--- src/uam_pkg.sv ---
// Purpose: Shared constants, types and helpers for the asynchronous serial port.
// Assumes: 8-bit register port, one 20 MHz system clock.
// Notes: Register offsets and control/status layouts live here only.
package uam_pkg;

   // ************************************************************
   // Register map and field positions
   // ************************************************************
   localparam logic [3:0] REG_CTRL = 4'h0;
   localparam logic [3:0] REG_STATUS = 4'h1;
   localparam logic [3:0] REG_DATA = 4'h2;
   localparam int ST_RX_DONE = 0;
   localparam int ST_TX_DONE = 1;
   localparam int ST_RX_NINTH = 2;
   localparam int ST_TX_BUSY = 3;
   localparam logic [7:0] CTRL_RESET = 8'h00;

   // ************************************************************
   // Modes, counter states and shift patterns
   // ************************************************************
   localparam logic [1:0] MODE_SHIFT = 2'h0;
   localparam logic [1:0] MODE_10BIT = 2'h1;
   localparam logic [1:0] MODE_11_FIXED = 2'h2;
   localparam logic [1:0] MODE_11_VAR = 2'h3;
   localparam logic [3:0] DIV_LAST = 4'hF;
   localparam logic [3:0] SAMPLE1 = 4'h6;
   localparam logic [3:0] SAMPLE2 = 4'h7;
   localparam logic [3:0] SAMPLE3 = 4'h8;
   localparam logic [8:0] RX_SR_INIT = 9'h1FF;
   localparam logic [7:0] TX_END_PATTERN = 8'h01;

   // ************************************************************
   // Types
   // ************************************************************
   typedef struct packed {
      logic rate_div32;
      logic tx_clock_select;
      logic rx_clock_select;
      logic tx_ninth_bit_value;
      logic rx_enable;
      logic multiproc_enable;
      logic [1:0] mode;
   } uam_ctrl_t;

   typedef struct packed {
      logic [3:0] addr;
      logic [7:0] wdata;
      logic wr;
      logic rd;
   } uam_bus_req_t;

   typedef enum logic [1:0] {TX_IDLE = 2'h0, TX_START = 2'h1, TX_DATA = 2'h3} uam_tx_state_t;
   typedef enum logic [1:0] {RX_HUNT = 2'h0, RX_BITS = 2'h1, RX_TAIL = 2'h3} uam_rx_state_t;

   // Right shift with a new bit entering at the top
   function automatic logic [8:0] uam_shift9(input logic [8:0] sr, input logic in_bit);
      uam_shift9 = {in_bit, sr[8:1]};
   endfunction

   function automatic logic uam_vote(input logic a, input logic b, input logic c);
      uam_vote = (a & b) | (a & c) | (b & c);
   endfunction

endpackage

--- src/uam_uart.sv ---
// Purpose: Asynchronous serial port, 10-bit and 11-bit frame modes.
// Assumes: Timer overflow pulses are one sys_clk wide and on sys_clk.
// Notes: Shift mode (mode 0) is not handled; both directions stay idle in it.
//
// Functional notes
// [RQ1] 10-bit frame: start 0, eight data bits LSB first, stop 1.
// [RQ2] 10-bit mode: accepted stop bit goes into receive ninth-bit flag.
// [RQ3] 10-bit mode: rate from timer 1 or timer 2, separately per direction.
// [RQ4] 10-bit mode: data write loads 1 into ninth shift position, requests transmit.
// [RQ5] Transmit starts at next divide-by-16 rollover, not at the write.
// [RQ6] Start bit drives pin; one bit later data; first shift one bit after.
// [RQ7] 10-bit mode: marker left of MSB triggers last shift, done at tenth rollover.
// [RQ8] Receive pin sampled at 16x; falling edge resets counter, loads 1FFH.
// [RQ9] Each bit sampled at counter states 7, 8, 9; majority wins.
// [RQ10] First bit not 0: receiver resets and hunts again.
// [RQ11] 9-bit receive shift register; start at end triggers final shift and load.
// [RQ12] 10-bit mode: store only if receive-done clear and (no multiproc or stop 1).
// [RQ13] 10-bit mode: hunt resumes right after final shift.
// [RQ14] 11-bit frame: start 0, eight data LSB first, ninth bit, stop 1.
// [RQ15] Fixed 11-bit mode: rate is clock/16 or clock/32, software chosen.
// [RQ16] Variable 11-bit mode: timer 1 or 2 per clock-select bits.
// [RQ17] 11-bit modes: data write loads transmit ninth-bit value, requests transmit.
// [RQ18] 11-bit modes: first shift inserts stop 1, later shifts insert zeros.
// [RQ19] 11-bit modes: ninth bit at output triggers last shift, done at 11th rollover.
// [RQ20] 11-bit modes: accept if receive-done clear and (no multiproc or ninth 1).
// [RQ21] 11-bit modes: hunt resumes one bit later; rejected frame leaves done clear.
// [RQ22] 11-bit modes: received stop bit affects nothing.
// [RQ23] Independent 16x ticks for receive and transmit from selected source.
//
// Design decisions made here: the address map and the plain strobed port.
`timescale 1ns/100ps

module uam_uart (
   // Clock and reset
   input wire logic sys_clk,
   input wire logic sys_rst,
   // Register port
   input wire uam_pkg::uam_bus_req_t bus_req,
   output logic [7:0] rd_data,
   // Baud sources
   input wire logic timer1_ovf,
   input wire logic timer2_ovf,
   // Serial pins
   input wire logic rxd,
   output logic txd
);
   import uam_pkg::*;

   // ************************************************************
   // Declarations
   // ************************************************************
   uam_ctrl_t ctrl;
   logic tx_done_flag;
   logic rx_done_flag;
   logic rx_ninth_bit_flag;
   logic [7:0] serial_data_buffer;
   logic osc_half;
   logic tx_tick;
   logic rx_tick;
   logic [3:0] tx_div;
   logic tx_roll;
   logic tx_req;
   logic tx_first;
   logic [8:0] tx_sr;
   logic [8:0] next_tx_sr;
   logic tx_finish;
   logic data_wr;
   logic data_wr_ok;
   logic mode_on;
   uam_tx_state_t tx_state;
   logic rx_sync1;
   logic rx_sync2;
   logic rx_last;
   logic rx_fall;
   logic [3:0] rx_div;
   logic [1:0] rx_smp;
   logic rx_mid;
   logic rx_bit;
   logic rx_first;
   logic [8:0] rx_sr;
   logic rx_final;
   logic rx_accept;
   uam_rx_state_t rx_state;
   logic clr_wr;
   logic [7:0] status_word;

   assign mode_on = (ctrl.mode != MODE_SHIFT);
   assign data_wr = bus_req.wr && (bus_req.addr == REG_DATA);
   // A write while a frame is pending or on the line is dropped
   assign data_wr_ok = data_wr && mode_on && !tx_req && (tx_state == TX_IDLE);
   assign clr_wr = bus_req.wr && (bus_req.addr == REG_STATUS);
   assign status_word = {4'h0, (tx_req || (tx_state != TX_IDLE)), rx_ninth_bit_flag,
                         tx_done_flag, rx_done_flag};

   // ************************************************************
   // Baud ticks
   // ************************************************************
   always_ff @(posedge sys_clk) begin
      if (sys_rst) begin
         osc_half <= 1'h0;
      end else begin
         osc_half <= ~osc_half;
      end
   end

   always_comb begin
      if (ctrl.mode == MODE_11_FIXED) begin
         tx_tick = ctrl.rate_div32 ? osc_half : 1'h1; // RQ15
         rx_tick = ctrl.rate_div32 ? osc_half : 1'h1; // RQ15
      end else begin
         tx_tick = ctrl.tx_clock_select ? timer2_ovf : timer1_ovf; // RQ3 RQ16 RQ23
         rx_tick = ctrl.rx_clock_select ? timer2_ovf : timer1_ovf; // RQ3 RQ16 RQ23
      end
   end

   // ************************************************************
   // Register port
   // ************************************************************
   always_ff @(posedge sys_clk) begin
      if (sys_rst) begin
         ctrl <= uam_ctrl_t'(CTRL_RESET);
      end else if (bus_req.wr && (bus_req.addr == REG_CTRL)) begin
         ctrl <= uam_ctrl_t'(bus_req.wdata);
      end
   end

   always_ff @(posedge sys_clk) begin
      if (sys_rst) begin
         rd_data <= 8'h00;
      end else if (bus_req.rd) begin
         unique case (bus_req.addr)
            REG_CTRL: rd_data <= ctrl;
            REG_STATUS: rd_data <= status_word;
            REG_DATA: rd_data <= serial_data_buffer;
            default: rd_data <= 8'h00;
         endcase
      end else begin
         rd_data <= 8'h00;
      end
   end

   // ************************************************************
   // Transmitter
   // ************************************************************
   always_ff @(posedge sys_clk) begin
      if (sys_rst) begin
         tx_div <= 4'h0;
      end else if (tx_tick) begin
         tx_div <= tx_div + 4'h1;
      end
   end

   assign tx_roll = tx_tick && (tx_div == DIV_LAST);
   // Stop bit enters only on the first shift of an 11-bit frame
   assign next_tx_sr = uam_shift9(tx_sr, tx_first && (ctrl.mode != MODE_10BIT)); // RQ18
   // The first-shift guard keeps an unshifted pattern from ending early
   assign tx_finish = tx_roll && (tx_state == TX_DATA) && !tx_first &&
                      (tx_sr[8:1] == TX_END_PATTERN); // RQ7 RQ19

   always_ff @(posedge sys_clk) begin
      if (sys_rst) begin
         tx_state <= TX_IDLE;
         tx_sr <= 9'h000;
         tx_req <= 1'h0;
         tx_first <= 1'h0;
         txd <= 1'h1;
      end else begin
         if (data_wr_ok) begin
            if (ctrl.mode == MODE_10BIT) begin
               tx_sr <= {1'h1, bus_req.wdata}; // RQ4
            end else begin
               tx_sr <= {ctrl.tx_ninth_bit_value, bus_req.wdata}; // RQ17
            end
            tx_req <= 1'h1; // RQ4 RQ17
         end
         if (tx_roll) begin
            unique case (tx_state)
               TX_IDLE: begin
                  if (tx_req) begin
                     tx_state <= TX_START; // RQ5
                     tx_req <= 1'h0;
                     txd <= 1'h0; // RQ6 RQ1 RQ14
                  end
               end
               TX_START: begin
                  tx_state <= TX_DATA;
                  tx_first <= 1'h1;
                  txd <= tx_sr[0]; // RQ6
               end
               TX_DATA: begin
                  tx_sr <= next_tx_sr; // RQ6
                  tx_first <= 1'h0;
                  if (tx_finish) begin
                     tx_state <= TX_IDLE; // RQ7 RQ19
                     txd <= 1'h1;
                  end else begin
                     txd <= next_tx_sr[0];
                  end
               end
               default: begin
                  tx_state <= TX_IDLE;
                  txd <= 1'h1;
               end
            endcase
         end
      end
   end

   // Set wins over a same-cycle software clear
   always_ff @(posedge sys_clk) begin
      if (sys_rst) begin
         tx_done_flag <= 1'h0;
      end else if (tx_finish) begin
         tx_done_flag <= 1'h1; // RQ7 RQ19
      end else if (clr_wr && bus_req.wdata[ST_TX_DONE]) begin
         tx_done_flag <= 1'h0;
      end
   end

   // ************************************************************
   // Receiver
   // ************************************************************
   always_ff @(posedge sys_clk) begin
      if (sys_rst) begin
         rx_sync1 <= 1'h1;
         rx_sync2 <= 1'h1;
      end else begin
         rx_sync1 <= rxd;
         rx_sync2 <= rx_sync1;
      end
   end

   always_ff @(posedge sys_clk) begin
      if (sys_rst) begin
         rx_last <= 1'h1;
      end else if (rx_tick) begin
         rx_last <= rx_sync2; // RQ8
      end
   end

   assign rx_fall = rx_tick && rx_last && !rx_sync2; // RQ8
   assign rx_mid = rx_tick && (rx_div == SAMPLE3);
   assign rx_bit = uam_vote(rx_smp[0], rx_smp[1], rx_sync2); // RQ9
   assign rx_final = rx_mid && (rx_state == RX_BITS) && !rx_first && !rx_sr[0]; // RQ11
   assign rx_accept = rx_final && !rx_done_flag &&
                      (!ctrl.multiproc_enable || rx_bit); // RQ12 RQ20

   always_ff @(posedge sys_clk) begin
      if (sys_rst) begin
         rx_div <= 4'h0;
         rx_smp <= 2'h0;
      end else if (rx_state == RX_HUNT && rx_fall) begin
         rx_div <= 4'h0; // RQ8
      end else if (rx_tick) begin
         rx_div <= rx_div + 4'h1;
         if (rx_div == SAMPLE1) begin
            rx_smp[0] <= rx_sync2; // RQ9
         end
         if (rx_div == SAMPLE2) begin
            rx_smp[1] <= rx_sync2; // RQ9
         end
      end
   end

   always_ff @(posedge sys_clk) begin
      if (sys_rst) begin
         rx_state <= RX_HUNT;
         rx_sr <= RX_SR_INIT;
         rx_first <= 1'h0;
      end else begin
         unique case (rx_state)
            RX_HUNT: begin
               if (rx_fall && ctrl.rx_enable && mode_on) begin
                  rx_state <= RX_BITS;
                  rx_sr <= RX_SR_INIT; // RQ8
                  rx_first <= 1'h1;
               end
            end
            RX_BITS: begin
               if (rx_mid) begin
                  if (rx_first) begin
                     if (rx_bit) begin
                        rx_state <= RX_HUNT; // RQ10
                     end else begin
                        rx_sr <= uam_shift9(rx_sr, 1'h0); // RQ10
                        rx_first <= 1'h0;
                     end
                  end else begin
                     rx_sr <= uam_shift9(rx_sr, rx_bit); // RQ11
                     if (rx_final) begin
                        // 11-bit frames sit out the stop bit before hunting
                        if (ctrl.mode == MODE_10BIT) begin
                           rx_state <= RX_HUNT; // RQ13
                        end else begin
                           rx_state <= RX_TAIL; // RQ21
                        end
                     end
                  end
               end
            end
            RX_TAIL: begin
               if (rx_mid) begin
                  rx_state <= RX_HUNT; // RQ21 RQ22
               end
            end
            default: rx_state <= RX_HUNT;
         endcase
      end
   end

   // Frame landing beats a same-cycle software clear
   always_ff @(posedge sys_clk) begin
      if (sys_rst) begin
         rx_done_flag <= 1'h0;
      end else if (rx_accept) begin
         rx_done_flag <= 1'h1; // RQ12 RQ20
      end else if (clr_wr && bus_req.wdata[ST_RX_DONE]) begin
         rx_done_flag <= 1'h0;
      end
   end

   always_ff @(posedge sys_clk) begin
      if (sys_rst) begin
         serial_data_buffer <= 8'h00;
         rx_ninth_bit_flag <= 1'h0;
      end else if (rx_accept) begin
         serial_data_buffer <= rx_sr[8:1]; // RQ11 RQ20
         rx_ninth_bit_flag <= rx_bit; // RQ2 RQ20
      end
   end
endmodule

--- config.mk ---
export PLATFORM = sky130hd
export DESIGN_NAME = uam_uart
export DESIGN_NICKNAME = d
export VERILOG_FILES = /design/src/uam_pkg.sv /design/src/uam_uart.sv
export SDC_FILE = /design/constraint.sdc
export NUM_CORES = 1
export LEC_CHECK = 0
export ABC_AREA = 1
export CORE_MARGIN = 2
export CORE_UTILIZATION = 52
export DETAILED_ROUTE_END_ITERATION = 6
export DONT_BUFFER_PORTS = 1
export PLACE_DENSITY = 0.7
export SKIP_LAST_GASP = 1
export SYNTH_ARGS = -nofsm -noshare
export SYNTH_HDL_FRONTEND = slang
export SYNTH_SLANG_ARGS = --single-unit
--- constraint.sdc ---
create_clock -name sys_clk -period 2.2 [get_ports sys_clk]
set_input_delay 0.33 -clock sys_clk [delete_from_list [all_inputs] [get_ports sys_clk]]
set_output_delay 0.33 -clock sys_clk [all_outputs]
set_load 0.05 [all_outputs]
==> results of run 1 <==
-- flip-flops by register name (all words and copies together), names as in the netlist, 4 cells and up --
signal / count
tx_div: 4
rd_data: 8
tx_sr: 9
ctrl: 8
serial_data_buffer: 8
rx_div: 4
rx_sr: 9
-- placed cells by master, fill, tap and decap left out, types with 5 or more instances in the layout --
cell type and count:
o21ai_0 44, nor3_1 5, inv_1 52, a21oi_1 45
clkbuf_8 9, dfxtp_1 67, nand4_1 13, nand3_1 29
nor2_1 27, nand2_2 9, nand2_1 81
-- kinds of logic after synthesis --
group                      share of synthesized area [%]
buffers and inverters                              9.409
AOI/OAI and AO/OA                                  18.13
DFF                                                43.10
and+or+nand+nor                                    27.74
adders and majority gates                          1.608
-- through the flow --
step | cells | area [sq um] | utilization, %
2_1_floorplan | 422 | 3112 | -
3_3_place_gp | 486 | 3158 | 53.98
3_5_place_dp | 486 | 3158 | 53.98
4_1_cts | 502 | 3358 | 57.40
5_1_grt | 502 | 3358 | 57.40
6_report | 502 | 3358 | 57.40
-- power breakdown --
group	switching (mW)	leakage, nW	internal [mW]
sequential	0.0722	0.544	1.31
combinational	0.401	0.765	0.186
clock	0.504	0.0958	0.528
-- worst max-delay path by stage --
| stage | startpoint | to | slack [ns] | depth (start not counted) |
|---|---|---|---|---|
| 5_1_grt | ctrl[0] | rx_sr[1] | 0.20 | 9 |
| 6_report | ctrl[0] | rx_sr[1] | 0.39 | 9 |
| 2_1_floorplan | tx_div[1] | tx_sr[5] | 0.79 | 9 |
| 4_1_cts | ctrl[0] | rx_sr[1] | 0.43 | 9 |
| 3_3_place_gp | ctrl[0] | rx_sr[8] | 0.54 | 9 |
| 3_5_place_dp | ctrl[0] | rx_sr[1] | 0.46 | 9 |
-- worst max-delay path, delay by kind of cell, from the launching register on --
kind            cells  cell delay (ns)
simple gates        7             1.00
compound gates      1             0.20
flops               1             0.39
buf+inv             1             0.08
-- layer usage --
metal / wire, um / part of all wire [%] / GRT usage (%) / vias to the layer above
li1: - / - / - / 1394
met1: 3226 / 48 / 29.30 / 1231
met2: 3085 / 46 / 31.39 / 63
met3: 326 / 4.8 / 5.778 / 9
met4: 120 / 1.8 / 10.17 / 0
met5: 0 / 0 / 0 / -
-- final cells by class --
| class | instances | share of cell area, % |
|---|---|---|
| clock buffers | 9 | 3.689 |
| repair buffers | 3 | 1.043 |
| clock inverters | 7 | 2.273 |
| multi-input cells | 285 | 44.00 |
| inverters | 56 | 6.259 |
| well taps | 75 | 2.794 |
| flip-flops and latches | 67 | 39.94 |
==> metrics.csv, run 1 <==
metric,value,unit
status,finished clean,
hold_path_class,input pin to flop,
wire_per_inst,13.46,um
postSynthAreaPerCell,7.374,sq um
crit_chain,inv_2 -> nand2_2 -> nand3_1 -> nand2_2 -> nand3_1 -> nand2_2 -> nand2_2 -> o21ai_0 -> nand3_1,
cts_buffers,9,
rr_endpoint,rx_sr[1],
fin_crit_sh,82.14,%
cts_hold_repair.buffers,0,
hp-start,sys_rst,
ys_top_cells_by_area,"dfxtp_1, nand2_1, a21oi_1",
nets,445,
cellLeakagePower,1.405,nW
critPathMaxStageDelay,0.39,ns
ant_nets,0,
viasPerCell,5.373,
dpl.hpwl,4814,um
gp_congestion,0.7839,
drt_iter0_drc,132,
port_buffers,0,
io-pin-count,28,
cts_setup_buffers,0,
worstMarginPinSlew,0.6011,ns
route.detailed.drc,0,
maxSlewHeadroom,59.88,%
synth_cells,422,
critical_path.max_fanout,15,
seq_area_frac_synth,43.10,%
antennaDiodeCount,0,
synth_top_area_cell,dfxtp_1,
fillerInstances,530,
dp_slack,0.4560,ns
core-area,5851,sq um
synth_common_cells,"nand2_1, dfxtp_1, inv_1, a21oi_1, o21ai_0",
grt_pass1_wl,10690,um
slowest_stage,dfxtp_1,
die_y,81.36,um
initial_core_util,53.19,%
period_needed,1.807,ns
ys_ff_latch,67,
r2r-start,ctrl[0],
yosys_warnings,0,
clk_path_buf_depth,2,
grt.total_usage,21.50,%
ff2ff_path_depth,9,
dieArea,6619,sq um
num_vias,2697,
cp.arrival,2.02,ns
min_path_cells,1,
cts_sinks,67,
fmax,553.4,MHz
drt-pass1-iter-count,5,
totalWireLength,6758,um
drive_above_1_share,11.94,%
clk_pin_slew,0.08,ns
crit_type,flop to flop,
cts_htree_levels,3,
maxCapViolations,0,
synth_top_area_share,43.10,%
multi_input_area,1478,sq um
cp-end-kind,flop,
finalSetupTns,0,ns
cts_resized,0,
fin_ws,0.3930,ns
grt_pass1_vias,2227,
clock_skew,0.009787,ns
hold-worst-slack,0.03453,ns
syn_nets,445,
synth_edf_count,0,
critPathMostFrequentCell,nand2_2,
seq_area,1341,sq um
insertion_delay,0.35,ns
startpoint_type,flop,
synthDistinctLibCells,35,
hold_viol_final,0,
required,2.41,ns
antenna_found_initial,0,
rsz0062_at_grt,no,
root_buffer,clkbuf_8,
design_power_total,3.002,mW
synthArstFlopShare,0,%
rrSetupSlack,0.39,ns
min_to,rx_done_flag,
rows,28,
netlist_area,3112,sq um
p_per_area,893.9,nW/um^2
ys.flop_type,dfxtp_1,
syn_to_final_growth,7.921,%
die_x,81.36,um
peakVddDrop,0.4758,mV
cts_tree,done,
grt_max_degree,25,
finalSetupViolCount,0,
maxSlewViolCount,0,
yosysMostFrequentCell,nand2_1,
grt-ovfl-total,0,
Note: power is estimated with default switching activity, not from simulation.
==> run 2, diff against run 1 <==
- clock period: 2.2 -> 1.9 ns (I/O delays scaled with it)
==> metrics.csv, run 2 (same netlist as run 1, synthesis figures left out) <==
metric,value,unit,change
clk_path_buf_depth,2,,unchanged
clk_pin_slew,0.07,ns,was 0.08 ns
period_needed,1.667,ns,was 1.807 ns
antennaDiodeCount,0,,unchanged
grt_pass1_wl,11120,um,"was 10,690 um"
wire_per_inst,13.62,um,was 13.46 um
slowest_stage,dfxtp_1,,unchanged
maxSlewViolCount,0,,unchanged
syn_to_final_growth,10.33,%,was 7.921%
dieArea,6619,sq um,unchanged
drt_iter0_drc,129,,was 132
peakVddDrop,0.5547,mV,was 0.4758 mV
grt_pass1_vias,2432,,"was 2,227"
critPathMostFrequentCell,nand3_1,,was nand2_2
min_path_cells,1,,unchanged
route.detailed.drc,0,,unchanged
combinationalPowerShare,19.3,%,was 19.5%
cp.arrival,1.87,ns,was 2.02 ns
clock_power_share,35.9,%,was 34.4%
hold_path_class,input pin to flop,,unchanged
fmax,599.9,MHz,was 553.4 MHz
dpl.hpwl,4877,um,was 4814 um
min_to,ctrl[4],,was rx_done_flag
fillerInstances,551,,was 530
grt.total_usage,22.06,%,was 21.50%
finalSetupViolCount,0,,unchanged
final_common_cell,nand2_1,,unchanged
initial_core_util,53.19,%,unchanged
largestRegisters,"rx_sr: 9 flops, tx_sr: 9 flops",,unchanged
totalWireLength,6906,um,was 6758 um
final_cells,507,,was 502
ant_nets,0,,unchanged
hp-start,sys_rst,,unchanged
r2r-start,ctrl[0],,unchanged
p_sw_share,29.92,%,was 32.55%
insertion_delay,0.34,ns,was 0.35 ns
core-area,5851,sq um,unchanged
cts_buffers,9,,unchanged
rows,28,,unchanged
rrSetupSlack,0.23,ns,was 0.39 ns
cp-end-kind,flop,,unchanged
p_int,2.511,mW,was 2.025 mW
required,2.10,ns,was 2.41 ns
antenna_found_initial,0,,unchanged
seq_area,1341,sq um,unchanged
drt-pass1-iter-count,4,,was 5
maxSlewHeadroom,66.16,%,was 59.88%
p_sw,1.072,mW,was 0.9770 mW
port_buffers,0,,unchanged
viasPerCell,5.361,,was 5.373
mostFrequentLayoutCells,"nand2_1, dfxtp_1, inv_1, a21oi_1, o21ai_0",,unchanged
worstMarginPinSlew,0.5069,ns,was 0.6011 ns
status,finished clean,,unchanged
rsz0062_at_grt,no,,unchanged
p_per_area,1044,nW/um^2,was 893.9 nW/um^2
finalSetupTns,0,ns,unchanged
ff2ff_path_depth,9,,unchanged
grt_max_degree,25,,unchanged
rr_endpoint,rx_sr[1],,unchanged
num_vias,2718,,"was 2,697"
maxCapViolations,0,,unchanged
nets,451,,was 445
gp_congestion,0.7906,,was 0.7839
fin_crit_sh,87.74,%,was 82.14%
cts_sinks,67,,unchanged
dpl.cell_count,488,,was 486
root_buffer,clkbuf_8,,unchanged
grt-ovfl-total,0,,unchanged
cellLeakagePower,1.445,nW,was 1.405 nW
crit_type,flop to flop,,unchanged
critPathMaxStageDelay,0.38,ns,was 0.39 ns
crit_chain,inv_2 -> nand2_2 -> nand3_1 -> nand2_4 -> nand3_1 -> nand2_4 -> nand2_2 -> o21ai_0 -> nand3_1,,was inv_2 -> nand2_2 -> nand3_1 -> nand2_2 -> nand3_1 -> nand2_2 -> nand2_2 -> o21ai_0 -> nand3_1
hold_viol_final,0,,unchanged
clock_skew,0.01044,ns,was 0.009787 ns
die_x,81.36,um,unchanged
p_seq_share,44.9,%,was 46.1%
drive_above_1_share,12.50,%,was 11.94%
io-pin-count,28,,unchanged
cts_tree,done,,unchanged
multi_input_area,1488,sq um,was 1478 sq um
cts_htree_levels,3,,unchanged
startpoint_type,flop,,unchanged
critical_path.max_fanout,15,,unchanged
die_y,81.36,um,unchanged
hold-worst-slack,0.01155,ns,was 0.03453 ns
==> run 2: cell types whose count changed in the layout (fill, tap and decap cells not counted), sizes merged <==
| cell | delta |
|---|---|
| inv | -1 |
| clkinvlp | -1 |
| buf | +4 |
| clkbuf | +1 |
| dlygate4sd3 | +2 |
| clkinv | -1 |
| bufinv | +1 |
==> run 2: final cells by class <==
| cell class | instances | share of cell area, % |
|---|---|---|
| well taps | 75 | 2.733 |
| flip-flops and latches | 67 | 39.07 |
| repair buffers | 9 | 2.478 |
| clock inverters | 5 | 2.259 |
| clock buffers | 10 | 4.009 |
| multi-input cells | 285 | 43.33 |
| inverters | 56 | 6.122 |
==> run 2: layer usage <==
layer | wire, um | up-vias | global-route usage [%]
li1 | - | 1405 | -
met5 | 0 | - | 0
met4 | 88 | 0 | 8.814
met2 | 3180 | 66 | 33.69
met1 | 3238 | 1237 | 29.30
met3 | 398 | 10 | 6.222
==> run 2: critical path: cells and delay by family, from the launching register on <==
family | cells | cell delay (ns)
AO/OA/AOI/OAI | 1 | 0.17
buffers and inverters | 1 | 0.08
flip-flops | 1 | 0.38
AND/OR/NAND/NOR | 7 | 0.90
==> run 2: worst max-delay path by stage <==
stage	start	endpoint	slack, ns	depth (start not counted)
after global placement	ctrl[0]	rx_sr[8]	0.25	9
after global routing	ctrl[0]	rx_sr[1]	0.02	9
after floorplan	tx_div[1]	tx_sr[5]	0.49	9
final	ctrl[0]	rx_sr[1]	0.23	9
after detailed placement	ctrl[0]	rx_sr[1]	0.18	9
after CTS	ctrl[0]	serial_data_buffer[0]	0.15	8
==> run 2: stage by stage <==
stage | area [sq um] | power, mW | utilization (%) | worst slack (ns)
floorplan | 3112 | 2.170 | - | 0.4919
global placement | 3161 | 2.287 | 54.02 | 0.2503
detailed placement | 3161 | 2.302 | 54.02 | 0.1780
CTS | 3386 | 3.577 | 57.87 | 0.1546
global route | 3433 | 3.767 | 58.68 | 0.02259
finish | 3433 | 3.583 | 58.68 | 0.2329
==> run 2: what timing repair did <==
| item | 4_1_cts | 5_1_grt |
|---|---|---|
| setup buffers | 0 | 2 |
| setup endpoints to repair | 0 | 14 |
| endpoints found under the hold margin | 2 | 1 |
| hold buffers | 1 | 1 |
| resized for setup | 0 | 2 |
==> run 2: power by group through the flow <==
stage / clock, mW / combinational (mW) / sequential (mW)
CTS: 1.30 / 0.670 / 1.61
floorplan: 0 / 0.555 / 1.62
finish: 1.29 / 0.690 / 1.61
global placement: 0 / 0.655 / 1.63
detailed placement: 0 / 0.666 / 1.64
global route: 1.36 / 0.788 / 1.62
